==> config.mk <==
export PLATFORM = sky130hd
export DESIGN_NAME = burst_mask_write
export DESIGN_NICKNAME = d
export VERILOG_FILES = /design/src/burst_mask_pkg.sv /design/src/burst_mask_write.sv
export VERILOG_INCLUDE_DIRS = /design/src
export SDC_FILE = /design/constraint.sdc
export NUM_CORES = 2
export LEC_CHECK = 0
export ABC_CLOCK_PERIOD_IN_PS = 7650
export BUFFER_PORTS_ARGS = -buffer_cell sky130_fd_sc_hd__clkbuf_2
export CAP_MARGIN = 25
export CORE_MARGIN = 2
export CORE_UTILIZATION = 32
export CTS_BUF_LIST = sky130_fd_sc_hd__clkbuf_4 sky130_fd_sc_hd__clkbuf_8 sky130_fd_sc_hd__clkbuf_16
export DETAILED_ROUTE_END_ITERATION = 7
export GPL_ROUTABILITY_DRIVEN = 0
export PLACE_DENSITY = 0.52
export SLEW_MARGIN = 20
export SYNTH_ARGS = -nofsm -noshare
export SYNTH_HDL_FRONTEND = slang
export SYNTH_SLANG_ARGS = --single-unit
export TNS_END_PERCENT = 20
==> constraint.sdc <==
create_clock -name sys_clk -period 7.65 [get_ports sys_clk]
set_input_delay 1.1475 -clock sys_clk [delete_from_list [all_inputs] [get_ports sys_clk]]
set_output_delay 1.1475 -clock sys_clk [all_outputs]
set_load 0.03 [all_outputs]
==> src/burst_mask_params.svh <==
// Constants for the byte-masked burst write path.
// Assumes inclusion by the package and the design file by bare name.
`ifndef BURST_MASK_PARAMS_SVH
`define BURST_MASK_PARAMS_SVH

`define DATA_W        36
`define LANE_W        9
`define LANES         4
`define ADDR_W        4
`define MEM_DEPTH     16
`define FIFO_DEPTH    32
`define FIFO_AW       5
`define ENTRY_W       44
`define ENT_MASK_LSB  36
`define ENT_ADDR_LSB  40
`define READY_MARGIN  6'h03
`define ADDR_STEP     4'h1
`define MASK_NONE     4'hf
`define LANES_NONE    4'h0
`define NARROW_ENABLE 4'h3
`define ADDR_RST      4'h0
`define DATA_RST      36'h000000000

`endif

==> src/burst_mask_pkg.sv <==
// Types shared by the burst write path.
// Assumes burst_mask_params.svh is on the include path.
`include "burst_mask_params.svh"

package burst_mask_pkg;
    typedef enum logic [0:0] {
        WR_IDLE   = 1'b0,
        WR_SECOND = 1'b1
    } wr_state_type;

    typedef logic [`LANES-1:0]   lane_type;
    typedef logic [`ADDR_W-1:0]  addr_type;
    typedef logic [`DATA_W-1:0]  word_type;
endpackage

==> src/burst_mask_write.sv <==
// Byte-masked two-beat write path: beat capture, 32-entry FIFO, lane merge.
// Assumes all inputs synchronous to sys_clk; one clock cycle per data beat.
//
// Summary of operation
// RL1: Write starts when select is low; first beat taken then, second next cycle.
// RL2: Byte selects are sampled separately with each data word of the burst.
// RL3: Narrow, both selects low: full 18-bit word is stored.
// RL4: Narrow, select zero only low: bits 8..0 written, 17..9 kept.
// RL5: Narrow, select one only low: bits 17..9 written, 8..0 kept.
// RL6: Narrow, all selects high: word untouched on either beat.
// RL7: Wide, all four selects low: full 36-bit word stored.
// RL8: Wide, select zero only low: bits 8..0 written, rest kept.
// RL9: Wide, select one, two or three alone writes its own nine bits.
// RL10: Wide, all selects high: word untouched on either beat.
// RL11: Selects may change between beats; each beat uses its own mask.
// RL12: After power-up the write port is deselected, outputs not driven.
// RL13: First beat uses latched address, second beat address plus one.
// RL14: Write data registered on clock edges; read launch timing is elsewhere.
// RL15: Controller should park clocks in a known level when stopping them.
// RL16: Wide, any mix of low selects writes exactly those nine-bit lanes.
`timescale 1ns/1ps
`include "burst_mask_params.svh"

// Plain FIFO; in_ready drops only when truly full
module lane_fifo #(
    parameter int WIDTH = 8,
    parameter int DEPTH = 32,
    parameter int AW    = 5
) (
    input  wire logic             sys_clk,
    input  wire logic             reset_n,
    input  wire logic             in_valid,
    output logic                  in_ready,
    input  wire logic [WIDTH-1:0] in_data,
    output logic                  out_valid,
    input  wire logic             out_ready,
    output logic [WIDTH-1:0]      out_data,
    output logic [AW:0]           level
);
    logic [WIDTH-1:0] store [DEPTH];
    logic [AW-1:0]    wr_ptr_r;
    logic [AW-1:0]    rd_ptr_r;
    logic [AW:0]      count_r;
    logic             push;
    logic             pop;

    // Handshakes on both sides
    assign in_ready  = (count_r != (AW+1)'(DEPTH));
    assign out_valid = (count_r != '0);
    assign out_data  = store[rd_ptr_r];
    assign level     = count_r;
    assign push      = in_valid && in_ready;
    assign pop       = out_valid && out_ready;

    // Storage has no reset; only pointers and count carry state
    always_ff @(posedge sys_clk) begin
        if (push) begin
            store[wr_ptr_r] <= in_data;
        end
    end

    // Pointers wrap naturally at a power-of-two depth
    always_ff @(posedge sys_clk or negedge reset_n) begin
        if (!reset_n) begin
            wr_ptr_r <= '0;
            rd_ptr_r <= '0;
            count_r  <= '0;
        end else begin
            if (push) begin
                wr_ptr_r <= wr_ptr_r + 1'b1;
            end
            if (pop) begin
                rd_ptr_r <= rd_ptr_r + 1'b1;
            end
            count_r <= count_r + (AW+1)'(push) - (AW+1)'(pop);
        end
    end
endmodule

module burst_mask_write
    import burst_mask_pkg::*;
(
    input  wire logic               sys_clk,
    input  wire logic               reset_n,
    input  wire logic               write_port_select_n,
    input  wire logic [`ADDR_W-1:0] wr_addr,
    input  wire logic [`DATA_W-1:0] wr_data,
    input  wire logic [`LANES-1:0]  byte_lane_write_select_n,
    input  wire logic               wide_config_strap,
    input  wire logic               array_busy,
    input  wire logic [`ADDR_W-1:0] peek_addr,
    output logic                    write_ready_r,
    output logic                    port_idle_r,
    output logic                    dq_oe_r,
    output logic                    commit_valid_r,
    output logic [`ADDR_W-1:0]      commit_addr_r,
    output logic [`LANES-1:0]       commit_lanes_r,
    output logic [`DATA_W-1:0]      peek_data_r
);
    word_type              mem [`MEM_DEPTH];
    wr_state_type          state_r;
    wr_state_type          state_nxt;
    addr_type              start_addr_r;
    logic                  wide_r;
    logic                  strap_taken_r;
    logic                  start_ok;
    logic                  push_valid;
    logic [`ENTRY_W-1:0]   push_data;
    logic                  fifo_in_ready;
    logic                  pop_valid;
    logic                  pop_ready;
    logic [`ENTRY_W-1:0]   pop_data;
    logic [`FIFO_AW:0]     fifo_level;
    addr_type              pop_addr;
    lane_type              pop_mask;
    word_type              pop_word;
    lane_type              pop_lanes;
    word_type              commit_data_r;
    lane_type              commit_mask_r;
    word_type              prev_word_r;

    // Active-low selects to lane enables; narrow mode owns lanes 0 and 1
    function automatic lane_type lane_enables(lane_type sel_n, logic wide);
        lane_type en;
        en = ~sel_n;
        if (!wide) begin
            en = en & `NARROW_ENABLE;
        end
        return en;
    endfunction

    // Merge new lanes over the old word; disabled lanes keep old bits
    function automatic word_type lane_merge(word_type old_w, word_type new_w,
                                            lane_type en);
        word_type w;
        w = old_w;
        for (int i = 0; i < `LANES; i++) begin
            if (en[i]) begin
                w[i*`LANE_W +: `LANE_W] = new_w[i*`LANE_W +: `LANE_W];
            end
        end
        return w;
    endfunction

    // Width strap caught once after reset release, never mid-operation
    always_ff @(posedge sys_clk or negedge reset_n) begin
        if (!reset_n) begin
            strap_taken_r <= 1'b0;
            wide_r        <= 1'b0;
        end else if (!strap_taken_r) begin
            strap_taken_r <= 1'b1;
            wide_r        <= wide_config_strap;
        end
    end

    // Beat capture: a start is refused while the FIFO lacks room for two
    assign start_ok = (state_r == WR_IDLE) && !write_port_select_n
                      && write_ready_r && strap_taken_r;

    always_comb begin
        state_nxt  = state_r;
        push_valid = 1'b0;
        push_data  = {wr_addr, byte_lane_write_select_n, wr_data};
        case (state_r)
            WR_IDLE: begin
                if (start_ok) begin
                    push_valid = 1'b1; // RL1
                    state_nxt  = WR_SECOND;
                end
            end
            WR_SECOND: begin
                push_valid = 1'b1;
                // Second beat carries its own mask and the next address
                push_data  = {addr_type'(start_addr_r + `ADDR_STEP), // RL13
                              byte_lane_write_select_n, wr_data}; // RL2 RL11
                state_nxt  = WR_IDLE;
            end
            default: begin
                state_nxt = WR_IDLE;
            end
        endcase
    end

    // Burst sequencer and latched start address
    always_ff @(posedge sys_clk or negedge reset_n) begin
        if (!reset_n) begin
            state_r      <= WR_IDLE;
            start_addr_r <= `ADDR_RST;
        end else begin
            state_r <= state_nxt;
            if (start_ok) begin
                start_addr_r <= wr_addr; // RL13
            end
        end
    end

    // Ready leaves margin for an in-flight beat plus a whole new burst
    always_ff @(posedge sys_clk or negedge reset_n) begin
        if (!reset_n) begin
            write_ready_r <= 1'b0;
            port_idle_r   <= 1'b1; // RL12
            dq_oe_r       <= 1'b0; // RL12
        end else begin
            write_ready_r <= (fifo_level <= (`FIFO_DEPTH - `READY_MARGIN));
            port_idle_r   <= (state_nxt == WR_IDLE) && !push_valid
                             && !pop_valid;
            dq_oe_r       <= 1'b0; // Read drivers live outside this block
        end
    end

    lane_fifo #(
        .WIDTH (`ENTRY_W),
        .DEPTH (`FIFO_DEPTH),
        .AW    (`FIFO_AW)
    ) u_fifo (
        .sys_clk   (sys_clk),
        .reset_n   (reset_n),
        .in_valid  (push_valid),
        .in_ready  (fifo_in_ready),
        .in_data   (push_data),
        .out_valid (pop_valid),
        .out_ready (pop_ready),
        .out_data  (pop_data),
        .level     (fifo_level)
    );

    // Array commit stalls while busy, so the FIFO can really fill
    assign pop_ready = !array_busy;
    assign pop_addr  = pop_data[`ENT_ADDR_LSB +: `ADDR_W];
    assign pop_mask  = pop_data[`ENT_MASK_LSB +: `LANES];
    assign pop_word  = pop_data[`DATA_W-1:0];
    assign pop_lanes = lane_enables(pop_mask, wide_r); // RL6 RL10

    // Lane-masked store; all-high masks leave the word as it was
    always_ff @(posedge sys_clk) begin
        if (pop_valid && pop_ready) begin
            mem[pop_addr] <= lane_merge(mem[pop_addr], pop_word,
                                        pop_lanes); // RL3 RL4 RL5 RL7
        end // RL8 RL9 RL16
        peek_data_r <= mem[peek_addr];
        prev_word_r <= mem[pop_addr];
    end

    // Commit report, one pulse per beat written; data is registered first
    always_ff @(posedge sys_clk or negedge reset_n) begin
        if (!reset_n) begin
            commit_valid_r <= 1'b0;
            commit_addr_r  <= `ADDR_RST;
            commit_lanes_r <= `LANES_NONE;
            commit_mask_r  <= `MASK_NONE;
            commit_data_r  <= `DATA_RST;
        end else begin
            commit_valid_r <= pop_valid && pop_ready; // RL14
            commit_addr_r  <= pop_addr;
            commit_lanes_r <= pop_lanes;
            commit_mask_r  <= pop_mask;
            commit_data_r  <= pop_word;
        end
    end

    // Checks on the burst sequencing and the lane merge
    property p_start_beat;
        @(posedge sys_clk) disable iff (!reset_n)
        start_ok |-> push_valid && fifo_in_ready
            && push_data[`ENT_ADDR_LSB +: `ADDR_W] == wr_addr;
    endproperty
    a_start_beat: assert property (p_start_beat) // RL1
        else $error("first beat not pushed at start");

    property p_second_addr;
        @(posedge sys_clk) disable iff (!reset_n)
        start_ok |=> push_valid && push_data[`ENT_ADDR_LSB +: `ADDR_W]
            == addr_type'($past(wr_addr) + `ADDR_STEP);
    endproperty
    a_second_addr: assert property (p_second_addr) // RL13
        else $error("second beat address not start plus one");

    property p_beat_mask;
        @(posedge sys_clk) disable iff (!reset_n)
        state_r == WR_SECOND |-> push_data[`ENT_MASK_LSB +: `LANES]
            == byte_lane_write_select_n && $past(start_ok);
    endproperty
    a_beat_mask: assert property (p_beat_mask) // RL2
        else $error("second beat mask not its own");

    property p_narrow_full;
        @(posedge sys_clk) disable iff (!reset_n)
        commit_valid_r && !wide_r && commit_mask_r[1:0] == 2'h0 |->
            mem[commit_addr_r][17:0] == commit_data_r[17:0];
    endproperty
    a_narrow_full: assert property (p_narrow_full) // RL3
        else $error("narrow full word not stored");

    property p_narrow_low;
        @(posedge sys_clk) disable iff (!reset_n)
        commit_valid_r && !wide_r && commit_mask_r[1:0] == 2'h2 |->
            mem[commit_addr_r][8:0] == commit_data_r[8:0]
            && mem[commit_addr_r][17:9] == prev_word_r[17:9];
    endproperty
    a_narrow_low: assert property (p_narrow_low) // RL4
        else $error("narrow low lane merge wrong");

    property p_narrow_high;
        @(posedge sys_clk) disable iff (!reset_n)
        commit_valid_r && !wide_r && commit_mask_r[1:0] == 2'h1 |->
            mem[commit_addr_r][17:9] == commit_data_r[17:9]
            && mem[commit_addr_r][8:0] == prev_word_r[8:0];
    endproperty
    a_narrow_high: assert property (p_narrow_high) // RL5
        else $error("narrow high lane merge wrong");

    property p_no_write;
        @(posedge sys_clk) disable iff (!reset_n)
        commit_valid_r && (commit_mask_r == `MASK_NONE
            || (!wide_r && commit_mask_r[1:0] == 2'h3)) |->
            mem[commit_addr_r] == prev_word_r;
    endproperty
    a_no_write: assert property (p_no_write) // RL6 RL10
        else $error("masked beat altered memory");

    property p_wide_full;
        @(posedge sys_clk) disable iff (!reset_n)
        commit_valid_r && wide_r && commit_mask_r == 4'h0 |->
            mem[commit_addr_r] == commit_data_r;
    endproperty
    a_wide_full: assert property (p_wide_full) // RL7
        else $error("wide full word not stored");

    property p_wide_lane0;
        @(posedge sys_clk) disable iff (!reset_n)
        commit_valid_r && wide_r && commit_mask_r == 4'he |->
            mem[commit_addr_r][8:0] == commit_data_r[8:0]
            && mem[commit_addr_r][35:9] == prev_word_r[35:9];
    endproperty
    a_wide_lane0: assert property (p_wide_lane0) // RL8
        else $error("wide lane zero merge wrong");

    property p_wide_lane3;
        @(posedge sys_clk) disable iff (!reset_n)
        commit_valid_r && wide_r && commit_mask_r == 4'h7 |->
            mem[commit_addr_r][35:27] == commit_data_r[35:27]
            && mem[commit_addr_r][26:0] == prev_word_r[26:0];
    endproperty
    a_wide_lane3: assert property (p_wide_lane3) // RL9 RL16
        else $error("wide lane three merge wrong");

    property p_powerup;
        @(posedge sys_clk)
        $rose(reset_n) |-> port_idle_r && !dq_oe_r && !commit_valid_r;
    endproperty
    a_powerup: assert property (p_powerup) // RL12
        else $error("not deselected after reset");

    property p_commit_latency;
        @(posedge sys_clk) disable iff (!reset_n)
        start_ok && fifo_level == '0 && !array_busy ##1 (!array_busy)[*2]
            |-> commit_valid_r ##1 commit_valid_r;
    endproperty
    a_commit_latency: assert property (p_commit_latency) // RL14
        else $error("beats not committed on time");

    c_wide_burst: cover property (@(posedge sys_clk) disable iff (!reset_n)
        start_ok && wide_r ##1 state_r == WR_SECOND);
    c_mask_change: cover property (@(posedge sys_clk) disable iff (!reset_n)
        start_ok ##1 push_data[`ENT_MASK_LSB +: `LANES]
            != $past(byte_lane_write_select_n));
    c_fifo_full: cover property (@(posedge sys_clk) disable iff (!reset_n)
        !fifo_in_ready);
    c_narrow_byte: cover property (@(posedge sys_clk) disable iff (!reset_n)
        commit_valid_r && !wide_r && commit_lanes_r == 4'h1);
endmodule

==> Word-level counts from Yosys, hierarchy flattened <==
Memories as Yosys holds them, arrays and structs flattened. A register that Yosys moved wholly into a read port is not among the register bits.
Cells that the tools add are included.
{ "classes": {"addsub": 5, "magnitude_cmp": 1, "eq_ne": 5, "mux": 17, "bitwise_logic": 3, "n_reduce_logical": 16} }
{ "op_table": {"columns": ["op", "count"], "rows": [
  ["$mux 9", 8],
  ["$mux 44", 1],
  ["$add 5x1->5 const B", 2],
  ["$ne 2x2->1 const B", 4],
  ["$reduce_and 2->1", 4],
  ["$logic_and 1x1->1", 7],
  ["$add 6x1->6", 1],
  ["$le 6x5->1 const B", 1],
  ["$ne 6x6->1 const B", 1],
  ["$reduce_bool 6->1", 1],
  ["$sub 6x1->6", 1],
  ["$mux 1", 5],
  ["$add 4x1->4 const B", 1],
  ["$logic_not 1->1", 4],
  ["$mux 4", 1],
  ["$not 4->4", 1],
  ["$pmux 1 s2", 2],
  ["$not 1->1", 2]
]} }
{ "totals": {"register_bits": 34, "mem_bits_rw": 1984, "in_bits": 53, "out_inout_bits": 48, "word_cells": 61, "n_memories": 2} }
{ "mem_list": {"columns": ["memory", "words", "word_bits", "read_ports", "rd_clocked_by_memory_dff", "write_ports", "line_no", "rtl"], "rows": [
  ["u_fifo.store", 32, 44, 1, 0, 1, "burst_mask_write.sv:40", "logic [WIDTH-1:0] store [DEPTH];"],
  ["mem", 16, 36, 1, 1, 1, "burst_mask_write.sv:100", "word_type mem [`MEM_DEPTH];"]
]} }

==> Logic depth before layout (Yosys ltp) <==
{ "depth": {"ltp_word": 9, "depth_mapped": 14, "ltp_nobuf": 14} }

==> Hierarchy <==
Synthesis repeated with hierarchy kept, for this count alone.
{ "hier_totals": {"hier_cells": 3486, "area_unflattened_um2": 77395.5} }
{ "modules_own_cells": {"columns": ["module", "n_inst", "cells_each", "area_per_inst_um2", "seq_area_each_um2"], "rows": [
  ["lane_fifo", 1, 2428, 54145.7, 42680.9],
  ["burst_mask_write", 1, 1058, 23249.8, 18469.0]
]} }

==> Least setup slack after synthesis <==
No wires, ideal clock.
{ "synth_timing": {"path_kind": "in2reg", "startpoint": "input write_port_select_n", "endpoint": "memory u_fifo.store[31][0] (netlist bit), enable pin", "setup_time_ps": 446, "arrival_ps": 4192, "required_ps": 7204, "slack_ps": 3013, "path_stages": 5, "n_path_buf": 0, "path_cell_list": "nor3_1 > nor2_1 > a21oi_2 > nand2_1 > nor2_1"} }
{ "synth_between": {"elab_chain_len": 9} }
{ "synth_rtl": {"columns": ["element", "line_no", "rtl"], "rows": [
  ["from (decl)", "burst_mask_write.sv:85", "input wire logic write_port_select_n,"],
  ["$logic_not 1->1", "burst_mask_write.sv:157", "assign start_ok = (state_r == WR_IDLE) && !write_port_select_n"],
  ["$logic_and 1x1->1", "burst_mask_write.sv:157", null],
  ["$logic_and 1x1->1 (2 in a row)", "burst_mask_write.sv:158", "&& write_ready_r && strap_taken_r;"],
  ["$mux 1", "burst_mask_write.sv:166", "if (start_ok) begin"],
  ["$pmux 1 s2", "burst_mask_write.sv:164", "case (state_r)"],
  ["$logic_and 1x1->1", "burst_mask_write.sv:52", "assign push = in_valid && in_ready;"],
  ["net u_fifo.push", "burst_mask_write.sv:44", "logic push;"],
  ["$mux 1", "burst_mask_write.sv:57", "if (push) begin"],
  ["$mux 1 (implied by the code)", "burst_mask_write.sv:58", "store[wr_ptr_r] <= in_data;"],
  ["to (decl)", "burst_mask_write.sv:40", null]
]} }
The timed path passes the listed nets, and every way through them passes these cells.

==> Final worst setup path <==
{ "layout_timing": {"startpoint": "register u_fifo.rd_ptr_r[0]", "endpoint": "memory mem[12][27] (netlist bit), enable pin"} }
{ "layout_between": {"elab_chain_len": 5} }
{ "layout_rtl": {"columns": ["element", "line_no", "rtl"], "rows": [
  ["from (decl)", "burst_mask_write.sv:42", "logic [AW-1:0] rd_ptr_r;"],
  ["from (signal assigned)", "burst_mask_write.sv:73", "rd_ptr_r <= rd_ptr_r + 1'b1;"],
  ["$mem_v2 32x44", null, null],
  ["$not 4->4", "burst_mask_write.sv:125", "en = ~sel_n;"],
  ["$mux 4", "burst_mask_write.sv:126", "if (!wide) begin"],
  ["net pop_lanes[3]", "burst_mask_write.sv:117", "lane_type pop_lanes;"],
  ["$ne 2x2->1 (no line)", null, null],
  ["$reduce_and 2->1 (no line)", null, null],
  ["to (decl)", "burst_mask_write.sv:100", null]
]} }
The timed path passes the listed nets, and every way through them passes these cells.

==> results.py <==
metrics = {
    "sta": {
        "hold_viol_final": 0,
        "clock_skew_ps": 42.53,
        "fin_setup_tns_ps": 0,
        "max_freq_mhz": 196.8,
        "maxSlewHeadroom_pct": 29.09,
        "fin_crit_sh_pct": 66.41,
        "setup_violations": 0,
        "rsz0062_at_grt": "false",
        "fin_crit_ps": 5081,
        "hold_slack_ps": 395.0,
        "worstMarginPinSlew_ps": 1061,
        "slew_viol_final": 0,
    },
    "setup_path": {
        "crit_type": "flop to flop",
        "critPathSlowestCell": "dfrtp_4",
        "critPathMaxFanout": 70,
        "r2r-start": "u_fifo.rd_ptr_r[0]$_DFFE_PN0P_",
        "max_stage_delay_ps": 980,
        "cp.required_ps": 8090,
        "cp_num_cells": 8,
        "reg2reg_slack_ps": 2570,
        "cp-startpoint": "u_fifo.rd_ptr_r[0]$_DFFE_PN0P_",
        "reg2reg_to": "mem[12][27]$_DFFE_PP_",
        "startpoint_type": "flop",
        "cp-endpoint": "mem[12][27]$_DFFE_PP_",
        "cp_cell_sequence": "buf_12 -> buf_4 -> mux4_2 -> mux2i_1 -> a22oi_1 -> o21ai_1 -> nand2_2 -> nor3_2",
        "reg2reg_depth": 8,
        "arrival_ps": 5520,
        "critPathCaptureType": "flop",
        "crit_buf_inv": 2,
        "cp_top_family": "buffers and inverters",
    },
    "power": {
        "peakVddDrop_uv": 306.9,
        "p_per_area_nw_per_um2": 371.9,
        "p_leak_nw": 27.89,
    },
    "yosys": {
        "synth_enable_flop_cells": 1984,
        "synth_cell_types": 64,
        "ys_async_sr_fraction_pct": 1.655,
        "ys_seq_elements": 2054,
        "yosysSeqAreaShare_pct": 78.50,
        "synth_top_flop_cell": "edfxtp_1",
        "syn_avg_cell_area_um2": 23.94,
        "yosys_warnings": 0,
        "syn_area_um2": 77900,
        "syn-num-nets": 3325,
        "syn_inst": 3254,
    },
    "die": {
        "start_util_pct": 32.12,
        "ioPinCount": 101,
        "die_w_um": 497.4,
        "rows": 181,
        "die-area_um2": 247400,
        "core_area_um2": 242500,
        "die_h_um": 497.4,
    },
    "routing": {
        "ant_nets": 0,
        "drcViolationCount": 0,
        "wl_per_cell_um": 28.25,
        "met2WireLength_mm": 91.32,
        "wl_mm": 194.2,
        "drt_pre_antenna_iters": 6,
        "dr_total_vias": 34968,
        "wl_met1_mm": 86.89,
        "drt_iter0_drc": 3518,
        "post_drt_via_cell_ratio": 5.086,
        "met3_length_mm": 11.94,
        "top_layer": "met5",
    },
    "clock_tree": {
        "clockBufferDepth": 3,
        "cts_tree": "built",
        "path_clk_slew_ps": 60,
        "clock-root-buffer": "clkbuf_16",
        "cts_hold_buffers": 0,
        "htreeDepth": 4,
        "cts_resized": 0,
        "numCtsBuffers": 210,
        "cts_setup_buffers": 0,
        "cts.sinks": 2054,
        "worstSkewPairLatency_ps": 850,
    },
    "run_status": {
        "status": "complete, no violations",
    },
    "grt": {
        "first_global_vias": 36070,
        "grt_max_degree": 98,
        "antenna_found_initial": 18,
        "grt_pass1_wl_mm": 277.0,
        "grt_overflow_total": 0,
        "track_usage_pct": 15.60,
    },
    "placement": {
        "port-buffer-count": 99,
        "dpl-instance-area_um2": 82890,
        "place_hpwl_mm": 113.9,
    },
    "hold_path": {
        "hold_path.class": "input pin to asynchronous set/reset pin",
    },
    "cells_and_area": {
        "area.growth.synth_to_final_pct": 15.00,
        "drive_above_1_share_pct": 32.03,
        "stdcell_area_um2": 89580,
        "fin_util_pct": 36.93,
        "nets": 3571,
    },
    "job": {
        "drv_cap": 0,
    },
}
## cells in the mapped netlist, drive strengths merged (13+ instances only)
master / instances / area, µm²
clkbuf: 52 / 195.2
dfxtp: 36 / 720.7
inv: 16 / 60.06
mux4: 584 / 13160
nand2: 128 / 485.5
a22oi: 16 / 120.1
nor2: 73 / 276.5
buf: 112 / 580.6
mux2i: 48 / 480.5
edfxtp: 1984 / 59580
dfrtp: 33 / 825.8
nor3: 25 / 170.2
ha: 17 / 212.7
nand3: 13 / 65.06
## per-layer routing
layer,up-vias,GRT usage (%)
li1,14369,-
met1,19238,22.45
met2,1098,24.34
met3,255,3.127
met4,8,3.795
met5,-,0
## cells in the final DEF (no fill, tap or decap), types with 11 or more instances in the layout
cell and instances:
dfxtp_1 36, clkbuf_4 46, dfrtp_1 29, nor3_1 15
clkinv_1 65, nand3_1 13, mux2i_1 47, mux4_2 581
ha_1 17, inv_1 15, edfxtp_1 1984, clkbuf_16 214
buf_4 78, nor2_1 40, nand2_1 126, bufinv_16 11
clkinv_2 31, clkbuf_2 96, buf_12 13, a22oi_1 16
nor2_4 32
## final cells by class
type | instances | area [µm²]
fillers | 21794 | 153000
flip-flops and latches | 2054 | 61160
multi-input cells | 1019 | 16190
clock buffers | 260 | 5700
well taps | 3202 | 4006
repair buffers | 198 | 1520
clock inverters | 124 | 928.4
inverters | 17 | 68.82
diodes | 2 | 5.005
## worst min-delay path by stage
| stage | from | to | slack [ps] | depth (start not counted) |
|---|---|---|---|---|
| after global placement | start_addr_r[3]$_DFFE_PN0P_ | start_addr_r[3]$_DFFE_PN0P_ | 520 | 1 |
| after detailed placement | start_addr_r[3]$_DFFE_PN0P_ | start_addr_r[3]$_DFFE_PN0P_ | 520 | 1 |
| after CTS | reset_n | wide_r$_DFFE_PN0N_ | 340 | 2 |
| after global routing | reset_n | strap_taken_r$_DFF_PN0_ | 390 | 2 |
| after floorplan | strap_taken_r$_DFF_PN0_ | wide_r$_DFFE_PN0N_ | 500 | 1 |
| final | reset_n | wide_r$_DFFE_PN0N_ | 390 | 2 |
## metrics by stage
step / instances / power [W] / worst slack, ps
after CTS: 6872 / 0.03365 / 2270
after detailed placement: 6488 / 0.02378 / 2291
after floorplan: 3254 / 0.02009 / 3013
after global placement: 6472 / 0.02358 / 2375
final: 6876 / 0.03332 / 2569
after global routing: 6875 / 0.03464 / 2228
## state kept, by name, indices dropped and copies added (netlist names), 4 cells and up
| name | cells |
|---|---|
| commit_addr_r | 4 |
| commit_lanes_r | 4 |
| mem | 576 |
| peek_data_r | 36 |
| u_fifo.rd_ptr_r | 5 |
| u_fifo.level | 6 |
| u_fifo.wr_ptr_r | 5 |
| start_addr_r | 4 |
| u_fifo.store | 1408 |
## cell families after synthesis
| family | count (synthesis) | share of synthesized area, % |
|---|---|---|
| adder cells (fa/ha/maj) | 18 | 0.2988 |
| multiplexers | 639 | 17.62 |
| other | 2 | 0.009641 |
| buffers and inverters | 181 | 1.078 |
| AO/OA/AOI/OAI | 64 | 0.6264 |
| flip-flops | 2054 | 78.50 |
| XOR/XNOR | 14 | 0.1574 |
| AND/OR/NAND/NOR | 282 | 1.712 |
## power by group
part / leakage [nW] / internal, W / switching, W / total [W]
Sequential: 18.6 / 0.0142 / 0.000407 / 0.0146
Combinational: 6.01 / 0.00317 / 0.00565 / 0.00882
Clock: 3.32 / 0.00564 / 0.00424 / 0.00987
Total: 27.9 / 0.0230 / 0.0103 / 0.0333
Note: power is estimated with default switching activity, not from simulation.
